**src/core/rss_pkg.sv**
```systemverilog
/*
  constants, types and state encodings shared by the reference select and
  switchover block. assumes a single 40 MHz core clock with synchronous reset.
*/
// Functional notes
// synthesizer mode ignores both references; selection logic stays idle.
// two-bit switch_policy picks manual-pin, manual-register, revertive or non-revertive.
// manual-pin mode takes the active reference from the select pin level.
// manual-register mode uses the select bit; lock when that input is valid.
// manual mode with chosen input invalid enters holdover/free-run and flags loss.
// manual mode returns to the chosen input as soon as it is valid again.
// in manual mode only the controller changes references, by pin or bit.
// automatic modes take the preferred reference from the select bit only.
// automatic start locks to preferred input, ignoring the other until locked.
// once locked stay on preferred; on its failure move to a valid other.
// automatic mode with both inputs invalid enters holdover/free-run, flags loss.
// leaving holdover with both inputs valid picks the select bit's input.
// revertive mode returns to preferred input once valid, even if other valid.
// non-revertive mode stays on non-preferred input while it remains valid.
// after a switch, slew output phase at bounded rate until aligned.
// phase correction only stretches output periods, never shortens them.
// holdover or free-run freezes all output phase adjustment.
// low-bandwidth holdover keeps the loop on the local crystal.
// automatic modes leave holdover on whichever input becomes valid first.
// leaving holdover uses the same phase-slope-limited switch procedure.
// input invalid after three feedback edges without reference edge; edge clears.
// lock indicator asserts after frequency lock, drops as soon as lost.
// active-reference output reports which input drives the output.
// switch_policy codes: 0 pin, 1 register, 2 revertive, 3 non-revertive.
package rss_pkg;

  // ----------------------------------------
  // operating modes and policies
  // ----------------------------------------
  localparam logic [1:0] OPM_SYNTH = 2'h0;
  localparam logic [1:0] OPM_HIGH_BW = 2'h1;
  localparam logic [1:0] OPM_LOW_BW = 2'h2;
  localparam logic [1:0] POL_MAN_PIN = 2'h0;
  localparam logic [1:0] POL_MAN_REG = 2'h1;
  localparam logic [1:0] POL_AUTO_REV = 2'h2;
  localparam logic [1:0] POL_AUTO_NONREV = 2'h3;

  // ----------------------------------------
  // register map
  // ----------------------------------------
  localparam logic [3:0] ADDR_CTRL = 4'h0;
  localparam logic [3:0] ADDR_STATUS = 4'h1;
  localparam logic [3:0] ADDR_LAG = 4'h2;
  localparam logic [3:0] ADDR_SWCNT = 4'h3;
  localparam logic [7:0] RD_NONE = 8'h00;

  // ----------------------------------------
  // timing counts
  // ----------------------------------------
  localparam logic [1:0] BAD_FB_EDGES = 2'h3;
  localparam logic [3:0] SLEW_MAX_STEP = 4'h4;
  localparam logic [7:0] LAG_MAX = 8'hff;

  // ----------------------------------------
  // types
  // ----------------------------------------
  typedef enum logic [2:0] {S_OFF, S_ACQ, S_LOCK, S_SLEW, S_HOLD} rss_state_t;

  typedef struct packed {
    logic [2:0] pad;
    logic ref_sel;
    logic [1:0] policy;
    logic [1:0] op_mode;
  } rss_ctrl_t;

  localparam rss_ctrl_t CTRL_RESET = '{pad: 3'h0, ref_sel: 1'b0,
                                       policy: POL_MAN_REG, op_mode: OPM_SYNTH};

  typedef struct packed {
    logic [1:0] pad;
    logic slewing;
    logic locked;
    logic b_bad;
    logic a_bad;
    logic ref_lost;
    logic active;
  } rss_status_t;

  typedef struct packed {
    logic wr;
    logic rd;
    logic [3:0] addr;
    logic [7:0] wdata;
  } rss_bus_req_t;

endpackage

```
**src/core/rss_edge_sync.sv**
```systemverilog
/*
  two-stage synchroniser with rising-edge detect for one pin input.
  assumes the pin is asynchronous to clk and slower than clk by half.
*/
module rss_edge_sync (
  // clock and reset
  input wire logic clk,
  input wire logic rst,
  // pin side
  input wire logic pin,
  // core side
  output logic level,
  output logic rise
);
  import rss_pkg::*;

  typedef struct packed {
    logic s1;
    logic s2;
    logic s3;
  } rss_sync_t;

  rss_sync_t q, d;

  // only s2 reads s1, keeping metastability off the logic
  always_comb begin
    d = q;
    d.s1 = pin;
    d.s2 = q.s1;
    d.s3 = q.s2;
  end

  always_ff @(posedge clk) begin
    if (rst) begin
      q <= '0;
    end else begin
      q <= d;
    end
  end

  assign level = q.s2;
  assign rise = q.s2 & ~q.s3;
endmodule

```
**src/core/rss_ref_monitor.sv**
```systemverilog
/*
  loss detector for one divided reference, judged against feedback edges.
  assumes both edge inputs are one-cycle pulses in the clk domain.
*/
module rss_ref_monitor (
  // clock and reset
  input wire logic clk,
  input wire logic rst,
  // edges
  input wire logic ref_edge,
  input wire logic fb_edge,
  // status
  output logic invalid
);
  import rss_pkg::*;

  typedef struct packed {
    logic [1:0] cnt;
    logic bad;
  } rss_mon_t;

  rss_mon_t q, d;

  always_comb begin
    d = q;
    if (ref_edge) begin
      d.cnt = 2'h0;
      d.bad = 1'b0;
    end else if (fb_edge && q.cnt != BAD_FB_EDGES) begin
      d.cnt = q.cnt + 2'h1;
      d.bad = (q.cnt == BAD_FB_EDGES - 2'h1);
    end
  end

  // starts invalid: no reference has been seen yet
  always_ff @(posedge clk) begin
    if (rst) begin
      q <= '{cnt: BAD_FB_EDGES, bad: 1'b1};
    end else begin
      q <= d;
    end
  end

  assign invalid = q.bad;
endmodule

```
**src/core/rss_core.sv**
```systemverilog
/*
  reference selection, switchover and holdover control for a two-input
  frequency translator loop, with a small register file on a plain port.
  assumes divided references, loop feedback, select pin and frequency lock
  arrive as asynchronous pins; the register port is on clk.
*/
// Design decisions made here: the address map and the strobed register port.
module rss_core (
  // clock and reset
  input wire logic clk,
  input wire logic rst,
  // register port
  input wire rss_pkg::rss_bus_req_t bus_req,
  output logic [7:0] rdata,
  // reference and loop pins
  input wire logic ref_in_a,
  input wire logic ref_in_b,
  input wire logic fb_in,
  input wire logic ref_sel_pin,
  input wire logic freq_lock_in,
  // status pins
  output logic active_ref,
  output logic ref_a_invalid,
  output logic ref_b_invalid,
  output logic pll_locked,
  output logic ref_lost,
  output logic holdover,
  output logic free_run,
  // loop control
  output logic loop_on_xtal,
  output logic phase_track_en,
  output logic stretch_pulse,
  output logic [3:0] stretch_len
);
  import rss_pkg::*;

  // ----------------------------------------
  // state
  // ----------------------------------------
  typedef struct packed {
    rss_state_t st;
    logic active;
    logic measure;
    logic [7:0] lag;
    logic [7:0] since_fb;
    logic stretch;
    logic [3:0] stretch_len;
    logic [7:0] sw_cnt;
    logic locked;
    rss_ctrl_t ctrl;
    logic [7:0] rdata;
  } rss_core_t;

  rss_core_t q, d;

  // ----------------------------------------
  // pin synchronisers
  // ----------------------------------------
  logic a_rise;
  logic b_rise;
  logic fb_rise;
  logic sel_pin_s;
  logic lock_s;
  logic a_bad;
  logic b_bad;

  rss_edge_sync u_sync_a (
    .clk(clk),
    .rst(rst),
    .pin(ref_in_a),
    .level(),
    .rise(a_rise)
  );

  rss_edge_sync u_sync_b (
    .clk(clk),
    .rst(rst),
    .pin(ref_in_b),
    .level(),
    .rise(b_rise)
  );

  rss_edge_sync u_sync_fb (
    .clk(clk),
    .rst(rst),
    .pin(fb_in),
    .level(),
    .rise(fb_rise)
  );

  rss_edge_sync u_sync_sel (
    .clk(clk),
    .rst(rst),
    .pin(ref_sel_pin),
    .level(sel_pin_s),
    .rise()
  );

  rss_edge_sync u_sync_lock (
    .clk(clk),
    .rst(rst),
    .pin(freq_lock_in),
    .level(lock_s),
    .rise()
  );

  // ----------------------------------------
  // loss monitors
  // ----------------------------------------
  rss_ref_monitor u_mon_a (
    .clk(clk),
    .rst(rst),
    .ref_edge(a_rise),
    .fb_edge(fb_rise),
    .invalid(a_bad)
  );

  rss_ref_monitor u_mon_b (
    .clk(clk),
    .rst(rst),
    .ref_edge(b_rise),
    .fb_edge(fb_rise),
    .invalid(b_bad)
  );

  // ----------------------------------------
  // selection decision
  // ----------------------------------------
  logic translator;
  logic auto_mode;
  logic revertive;
  logic pref;
  logic chosen;
  logic [1:0] valid;
  logic target;
  logic want_hold;
  logic act_edge;
  logic [3:0] step;
  rss_status_t status;

  always_comb begin
    translator = (q.ctrl.op_mode == OPM_HIGH_BW) || (q.ctrl.op_mode == OPM_LOW_BW);
    auto_mode = (q.ctrl.policy == POL_AUTO_REV) || (q.ctrl.policy == POL_AUTO_NONREV);
    revertive = (q.ctrl.policy == POL_AUTO_REV);
    valid = {~b_bad, ~a_bad};
    pref = q.ctrl.ref_sel;
    // the select pin is consulted in manual-pin mode and nowhere else
    chosen = (q.ctrl.policy == POL_MAN_PIN) ? sel_pin_s : q.ctrl.ref_sel;
    target = q.active;
    want_hold = 1'b0;
    if (!auto_mode) begin
      target = chosen;
      want_hold = !valid[chosen];
    end else if (q.st == S_ACQ || q.st == S_OFF) begin
      // the other input is only read for the hold decision until lock, never made the target, so no hunting
      target = pref;
      want_hold = !valid[0] && !valid[1];
    end else if (q.st == S_HOLD) begin
      // both valid gives the preferred one, else the first to recover
      target = valid[pref] ? pref : !pref;
      want_hold = !valid[0] && !valid[1];
    end else if (valid[q.active]) begin
      if (revertive && valid[pref]) begin
        target = pref;
      end else begin
        target = q.active;
      end
    end else if (valid[!q.active]) begin
      target = !q.active;
    end else begin
      want_hold = 1'b1;
    end
  end

  // ----------------------------------------
  // next state
  // ----------------------------------------
  always_comb begin
    d = q;
    d.stretch = 1'b0;
    d.rdata = RD_NONE;
    act_edge = q.active ? b_rise : a_rise;
    step = 4'h0;
    status = '0;

    // clk cycles since the last feedback edge, saturating
    if (fb_rise) begin
      d.since_fb = 8'h00;
    end else if (q.since_fb != LAG_MAX) begin
      d.since_fb = q.since_fb + 8'h01;
    end

    unique case (q.st)
      S_OFF: begin
        if (translator) begin
          d.st = S_ACQ;
          d.active = target;
        end
      end
      S_ACQ: begin
        d.active = target;
        if (want_hold) begin
          d.st = S_HOLD;
        end else if (lock_s && valid[target]) begin
          d.st = S_LOCK;
        end
      end
      S_LOCK, S_SLEW: begin
        if (want_hold) begin
          d.st = S_HOLD;
          d.lag = 8'h00;
        end else if (target != q.active) begin
          d.st = S_SLEW;
          d.active = target;
          d.measure = 1'b1;
          d.sw_cnt = q.sw_cnt + 8'h01;
        end else if (q.st == S_SLEW) begin
          if (q.measure) begin
            if (act_edge) begin
              // lag of the new reference behind the output, in clk cycles
              d.lag = q.since_fb;
              d.measure = 1'b0;
            end
          end else if (fb_rise) begin
            if (q.lag == 8'h00) begin
              d.st = S_LOCK;
            end else begin
              // a bounded delay per period: slope limited and never shorter
              step = (q.lag > {4'h0, SLEW_MAX_STEP}) ? SLEW_MAX_STEP : q.lag[3:0];
              d.lag = q.lag - {4'h0, step};
              d.stretch = 1'b1;
              d.stretch_len = step;
            end
          end
        end
      end
      S_HOLD: begin
        // no phase steering at all while the references are gone
        d.lag = 8'h00;
        if (!want_hold) begin
          d.st = S_SLEW;
          d.active = target;
          d.measure = 1'b1;
          if (target != q.active) begin
            d.sw_cnt = q.sw_cnt + 8'h01;
          end
        end
      end
    endcase

    // synthesizer mode overrides the state, active reference, switch count, measure and lag updates
    if (!translator) begin
      d.st = S_OFF;
      // no switch may be made or counted while the references are ignored
      d.active = q.active;
      d.sw_cnt = q.sw_cnt;
      d.measure = 1'b0;
      d.lag = 8'h00;
    end

    d.locked = lock_s && (d.st == S_LOCK || d.st == S_SLEW);

    status.active = q.active;
    status.ref_lost = (q.st == S_HOLD);
    status.a_bad = a_bad;
    status.b_bad = b_bad;
    status.locked = q.locked;
    status.slewing = (q.st == S_SLEW);

    // register port: write takes effect next cycle, read answers next cycle
    if (bus_req.wr && bus_req.addr == ADDR_CTRL) begin
      d.ctrl = rss_ctrl_t'({3'h0, bus_req.wdata[4:0]});
    end
    if (bus_req.rd) begin
      unique case (bus_req.addr)
        ADDR_CTRL: d.rdata = q.ctrl;
        ADDR_STATUS: d.rdata = status;
        ADDR_LAG: d.rdata = q.lag;
        ADDR_SWCNT: d.rdata = q.sw_cnt;
        default: d.rdata = RD_NONE;
      endcase
    end
  end

  // ----------------------------------------
  // registers
  // ----------------------------------------
  always_ff @(posedge clk) begin
    if (rst) begin
      q <= '{st: S_OFF, active: 1'b0, measure: 1'b0, lag: 8'h00,
             since_fb: LAG_MAX, stretch: 1'b0, stretch_len: 4'h0,
             sw_cnt: 8'h00, locked: 1'b0, ctrl: CTRL_RESET, rdata: RD_NONE};
    end else begin
      q <= d;
    end
  end

  // ----------------------------------------
  // outputs
  // ----------------------------------------
  assign rdata = q.rdata;
  assign active_ref = q.active;
  assign ref_a_invalid = a_bad;
  assign ref_b_invalid = b_bad;
  assign pll_locked = q.locked;
  assign ref_lost = (q.st == S_HOLD);
  assign holdover = (q.st == S_HOLD) && (q.ctrl.op_mode == OPM_LOW_BW);
  assign free_run = (q.st == S_HOLD) && (q.ctrl.op_mode == OPM_HIGH_BW);
  // the crystal stays the loop reference through low-bandwidth holdover
  assign loop_on_xtal = (q.ctrl.op_mode == OPM_LOW_BW) && (q.st != S_OFF);
  assign phase_track_en = (q.st == S_LOCK) || (q.st == S_SLEW) || (q.st == S_ACQ);
  assign stretch_pulse = q.stretch;
  assign stretch_len = q.stretch_len;
endmodule

```
**config.mk**
```make
export PLATFORM = sky130hd
export DESIGN_NAME = rss_core
export DESIGN_NICKNAME = d
export VERILOG_FILES = /design/src/core/rss_pkg.sv /design/src/core/rss_edge_sync.sv /design/src/core/rss_ref_monitor.sv /design/src/core/rss_core.sv
export SDC_FILE = /design/constraint.sdc
export NUM_CORES = 1
export LEC_CHECK = 0
export ABC_AREA = 0
export ABC_CLOCK_PERIOD_IN_PS = 3100
export BUFFER_PORTS_ARGS = -buffer_cell sky130_fd_sc_hd__buf_4
export CORE_MARGIN = 8
export CORE_UTILIZATION = 35
export CTS_CLUSTER_DIAMETER = 150
export CTS_CLUSTER_SIZE = 40
export DETAILED_ROUTE_END_ITERATION = 8
export SYNTH_ARGS = -nofsm -noshare
export SYNTH_HDL_FRONTEND = slang
export SYNTH_HIERARCHICAL = 1
export SYNTH_SLANG_ARGS = --single-unit
```
**constraint.sdc**
```tcl
create_clock -name clk -period 3.1 [get_ports clk]
set_input_delay 0.465 -clock clk [delete_from_list [all_inputs] [get_ports clk]]
set_output_delay 0.465 -clock clk [all_outputs]
set_load 0.05 [all_outputs]
```
* Yosys cells after proc, flatten, opt, wreduce, memory -nomap -nowiden
Index checks and enable logic that the tools add are counted.
Storage, ports and cells: bits in writable memories 0, bits in read-only memories 0, memories 0, bits of input ports 21, output and inout port bits 22, latch bits 0, flip-flop bits (word level) 67
Operators by class: multiply operators 0, divide/modulo/power cells 0, reductions and logical operators 37, magnitude comparators 6, $add $sub $neg 5, bitwise operators 17, equal/unequal tests 28, shift-type cells 0, multiplexer cells 60
Operators with widths (number):
- $mux 8 | 10
- $mux 3 | 12
- $pmux 8 s4 | 1
- $mux 1 | 27
- $mux 9 | 2
- $pmux 9 s2 | 1
- $add 8x1->8 const B | 2
- $pmux 4 s4 | 1
- $pmux 8 s2 | 1
- $not 1->1 | 14
- $mux 13 | 1
- $eq 3x2->1 const B | 4
- $reduce_and 4->1 | 3
- $eq 2x2->1 const B | 5
- $logic_and 1x1->1 | 10
- $lt 1x2->1 const B | 5
- $mux 5 | 2
- $ne 2x2->1 const B | 5
- $ne 3x3->1 const B | 3
- $eq 4x2->1 const B | 2
- $gt 8x3->1 const B | 1
- $logic_not 8->1 | 1
- $ne 4x4->1 const B | 2
- $ne 8x8->1 const B | 1
- other kinds (22) | 37

* Longest topological paths before layout
depth in word-level cells 19, depth in mapped cells 10, mapped depth without buffers 9

* By module
The synthesis kept the hierarchy.
Modules (own cells, without submodules):
- rss_core | sequential area each 960.9 um2, area an instance 3016.6 um2, cells each 372, instances 1
- rss_edge_sync | sequential area each 60.1 um2, area an instance 87.6 um2, cells each 7, instances 5
- rss_ref_monitor | sequential area each 60.1 um2, area an instance 163.9 um2, cells each 15, instances 2

* Worst setup path after synthesis
Ideal clock, no wire load.
path type register -> register, from reg u_mon_a.q (netlist bit u_mon_a/invalid), to reg q[22] in the netlist's numbering, stages on the path, launching flop included 9, buffers on the path 2, clock period less this slack 2.477 ns, data required time 2.977 ns, setup slack 0.623 ns, data arrival time 2.354 ns, library setup time 0.123 ns, cell sequence dfxtp_1 buf_2 nor2b_1 a22oi_2 a21o_1 a211o_1 buf_6 nor4_2 mux2_1
Between the ends: cells in the longest elaborated chain, start to end 13, elaborated cells on any way between the ends 32, those cells by class eq/ne (3); mux (24); bitwise (1); reduce/logical (4)
Ends and longest elaborated chain:
- start, declared | line rss_ref_monitor.sv:22 | rss_mon_t q, d;
- start signal, assigned | line rss_ref_monitor.sv:38 | q <= '{cnt: BAD_FB_EDGES, bad: 1'b1};
- $not 1->1 | line rss_core.sv:145 | valid = {~b_bad, ~a_bad};
- $mux 1 (not written as such) (2 in a row) | line rss_core.sv:160, rss_core.sv:163
- $logic_and 1x1->1 | line rss_core.sv:163 | if (revertive && valid[pref]) begin
- $mux 1 | line rss_core.sv:163
- $mux 1 | line rss_core.sv:162 | end else if (valid[q.active]) begin
- $mux 1 | line rss_core.sv:158 | end else if (q.st == S_HOLD) begin
- $mux 1 | line rss_core.sv:154 | end else if (q.st == S_ACQ || q.st == S_OFF) begin
- $mux 1 | line rss_core.sv:151 | if (!auto_mode) begin
- $ne 1x1->1 | line rss_core.sv:212, rss_core.sv:244
- $mux 8
- $mux 8 (on tied branches)
- $pmux 8 s2
- end signal, assigned | line rss_core.sv:290 | q <= '{st: S_OFF, active: 1'b0, measure: 1'b0, lag: 8'h00,
- end, declared | line rss_core.sv:54 | rss_core_t q, d;
Parallel ways exist; a longest one is shown, timed or not. The select of a mux whose other input is x is not followed. A chain may end at the register's enable or synchronous reset.

* Final worst setup path
from reg q[50] in the netlist's numbering, to reg q[20] in the netlist's numbering
Between the ends: cells in the longest elaborated chain, start to end 8, elaborated cells on any way between the ends 22, those cells by class eq/ne (7); mux (10); reduce/logical (5)
Ends and longest elaborated chain:
- $eq 3x3->1 (tied with other cells) | line rss_core.sv:158, rss_core.sv:193
- $mux 1 / $logic_or 1x1->1 (equally long branches) | line rss_core.sv:158, rss_core.sv:154
- $mux 1 | line rss_core.sv:154
- $mux 1 | line rss_core.sv:151
- $ne 1x1->1 | line rss_core.sv:212, rss_core.sv:244
- $mux 8
- $mux 8 (on tied branches)
- $pmux 8 s2 | line rss_core.sv:193 | unique case (q.st)
Parallel ways exist; a longest one is shown, timed or not. The select of a mux whose other input is x is not followed.

==> reports/metrics.yaml <==
status:
  status: "completed"
setup_path:
  required_ns: 3.34
  cp-start-kind: "register"
  crit_path_end_kind: "register"
  crit_type: "register to register"
  max_stage_delay_ns: 0.55
  worstPathArrival_ns: 2.87
  cp_max_fo: 15
  crit_slowest_cell: "dfxtp_1"
  reg2regPathDepth: 6
  critical_path.cell_chain: "or3b_1, o21ai_2, a21oi_1, a211o_1, nor4b_2, mux2_1"
placement:
  io_buffers: 39
  gp_congestion: 0.866
  dpl.hpwl_um: 6600
  dpl.cell_count: 578
grt:
  grt_max_degree: 56
  antenna_found_initial: 0
  grt_pass1_wl_um: 15500
  grt_pass1_vias: 3070
  overflow: 0
  grt.total_usage: 0.131
drt:
  vias_per_cell: 5.43
  ant_nets: 0
  vias: 3228
  wire_per_inst_um: 15.5
  drtIter0Drc: 260
  finalWirelength_um: 9210
  drtPass1Iterations: 6
  drc: 0
clocking:
  worstSkewPairLatency_ns: 0.35
  cts_buffers: 9
  clock-sinks: 67
  cts_setup_buffers: 0
  htreeDepth: 3
  cts-resized-gates: 0
  clkTransAtPathRegs_ns: 0.09
  cts_root_buf: "clkbuf_8"
  cts.hold.buffers_added: 0
  tritoncts: "yes"
  clock_path_buffers: 2
timing:
  tns_ns: 0
  finalHoldViolations: 0
  max_freq_mhz: 380
  maxSlewViolCount: 0
  fin_crit_ns: 2.63
  holdWs_ns: 0.315
  skew_ns: 0.0104
  slew_headroom: 0.563
  finalCritPeriodShare: 0.849
  worst_pin_slew_ns: 0.656
  rsz0062_at_grt: "false"
  setup_viol: 0
power_and_ir_drop:
  ir_worst_vdd_uv: 290
  p_per_area_nw_per_um2: 509
  total_power_mw: 2.17
  p_leak_nw: 1.66
cells_and_area:
  layout.cells.non_filler: 594
  final_nets: 483
  syn_to_final_growth_pct: 14.7
  n_antenna_cell: 0
  final_util: 0.412
  drive_gt1_frac: 0.183
synthesis:
  yosysWarnings: 6
  synth_cells: 431
  synthesis.nets: 461
  synth_area_um2: 3710
  avgSynthCellArea_um2: 8.61
floorplanning:
  core_um2: 10300
  initial_core_util: 0.360
  die_h_um: 119
  core.rowCount: 37
  io_pins: 43
  die_x_um: 119
  dieArea_um2: 14200
min_path:
  holdPathStages: 2
  min_path_type: "input port to register"
flow_run:
  cap_viol_max_count: 0
registers in the layout, summed over array words and instances (netlist names), 2 cells and up:
name	count
rdata	8
stretch_len	4
u_mon_b/q	2
q	32
u_mon_a/q	2
through the flow:
step           instance area, um^2  setup slack (ns)
2_1_floorplan                 3710             0.623
3_3_place_gp                  4030             0.524
3_5_place_dp                  4030             0.489
4_1_cts                       4260             0.467
5_1_grt                       4260             0.274
6_report                      4260             0.467
where the power goes:
| group | total, mW | switching (mW) | internal (mW) | leakage [nW] |
|---|---|---|---|---|
| Combinational | 0.345 | 0.177 | 0.168 | 0.999 |
| Clock | 0.831 | 0.372 | 0.460 | 0.114 |
| Sequential | 0.990 | 0.0705 | 0.919 | 0.546 |
| Total | 2.17 | 0.619 | 1.55 | 1.66 |
layer usage:
layer | vias to the layer above | global-route usage | routed length, um
met5 | - | 0 | 0
met4 | 0 | 0.0348 | 102
met3 | 12 | 0.0425 | 712
met2 | 112 | 0.197 | 4090
met1 | 1498 | 0.176 | 4310
li1 | 1606 | - | -
critical path: cells and delay by family, from the launching register on:
family | cells | cell delay [ns]
AND/OR/NAND/NOR | 2 | 0.83
AO/OA/AOI/OAI | 3 | 0.78
flip-flops | 1 | 0.55
multiplexers | 1 | 0.35
worst paths after layout:
check,slack [ns],from,end
worst max-delay path,0.47,q[50]$_SDFF_PP0_,q[20]$_SDFFE_PP0P_
worst min register to register,0.44,u_sync_sel/d[1]$_SDFF_PP0_,u_sync_sel/level$_SDFF_PP0_
worst min-delay path,0.32,ref_in_a,u_sync_a/d[1]$_SDFF_PP0_
worst max register to register,0.47,q[50]$_SDFF_PP0_,q[20]$_SDFFE_PP0P_
layout by cell type (no fill, tap or decap), types with 3 or more instances in the layout:
| master | n |
|---|---|
| nor2_1 | 32 |
| a22oi_1 | 5 |
| clkbuf_8 | 9 |
| ha_1 | 9 |
| o22ai_1 | 4 |
| nand2b_1 | 6 |
| xnor2_1 | 4 |
| a32oi_1 | 3 |
| a21o_1 | 4 |
| mux2i_1 | 11 |
| nor4_1 | 4 |
| and3_1 | 6 |
| nor3_1 | 10 |
| mux2_1 | 6 |
| o211ai_1 | 5 |
| o31ai_1 | 4 |
| nand3_1 | 17 |
| dfxtp_1 | 67 |
| mux2_2 | 4 |
| nand3b_1 | 4 |
| a211o_1 | 5 |
| o21ai_0 | 14 |
| or2_2 | 3 |
| nor4_2 | 4 |
| nand4_1 | 5 |
| a41oi_1 | 3 |
| and2_1 | 5 |
| nand2_1 | 27 |
| nor2b_1 | 26 |
| a311o_1 | 4 |
| buf_4 | 46 |
| nor4b_1 | 4 |
| nor2b_2 | 3 |
| a21oi_1 | 22 |
| o21bai_1 | 9 |
| inv_1 | 16 |
| o21ai_1 | 4 |
final cells by class:
class                   count  area (um^2)
inverters                  16         60.1
repair buffers             46          345
multi-input cells         313         2120
fillers                  1046         6070
clock buffers               9          124
well taps                 136          170
clock inverters             7          100
flip-flops and latches     67         1340
(Power assumes the default switching activity.)
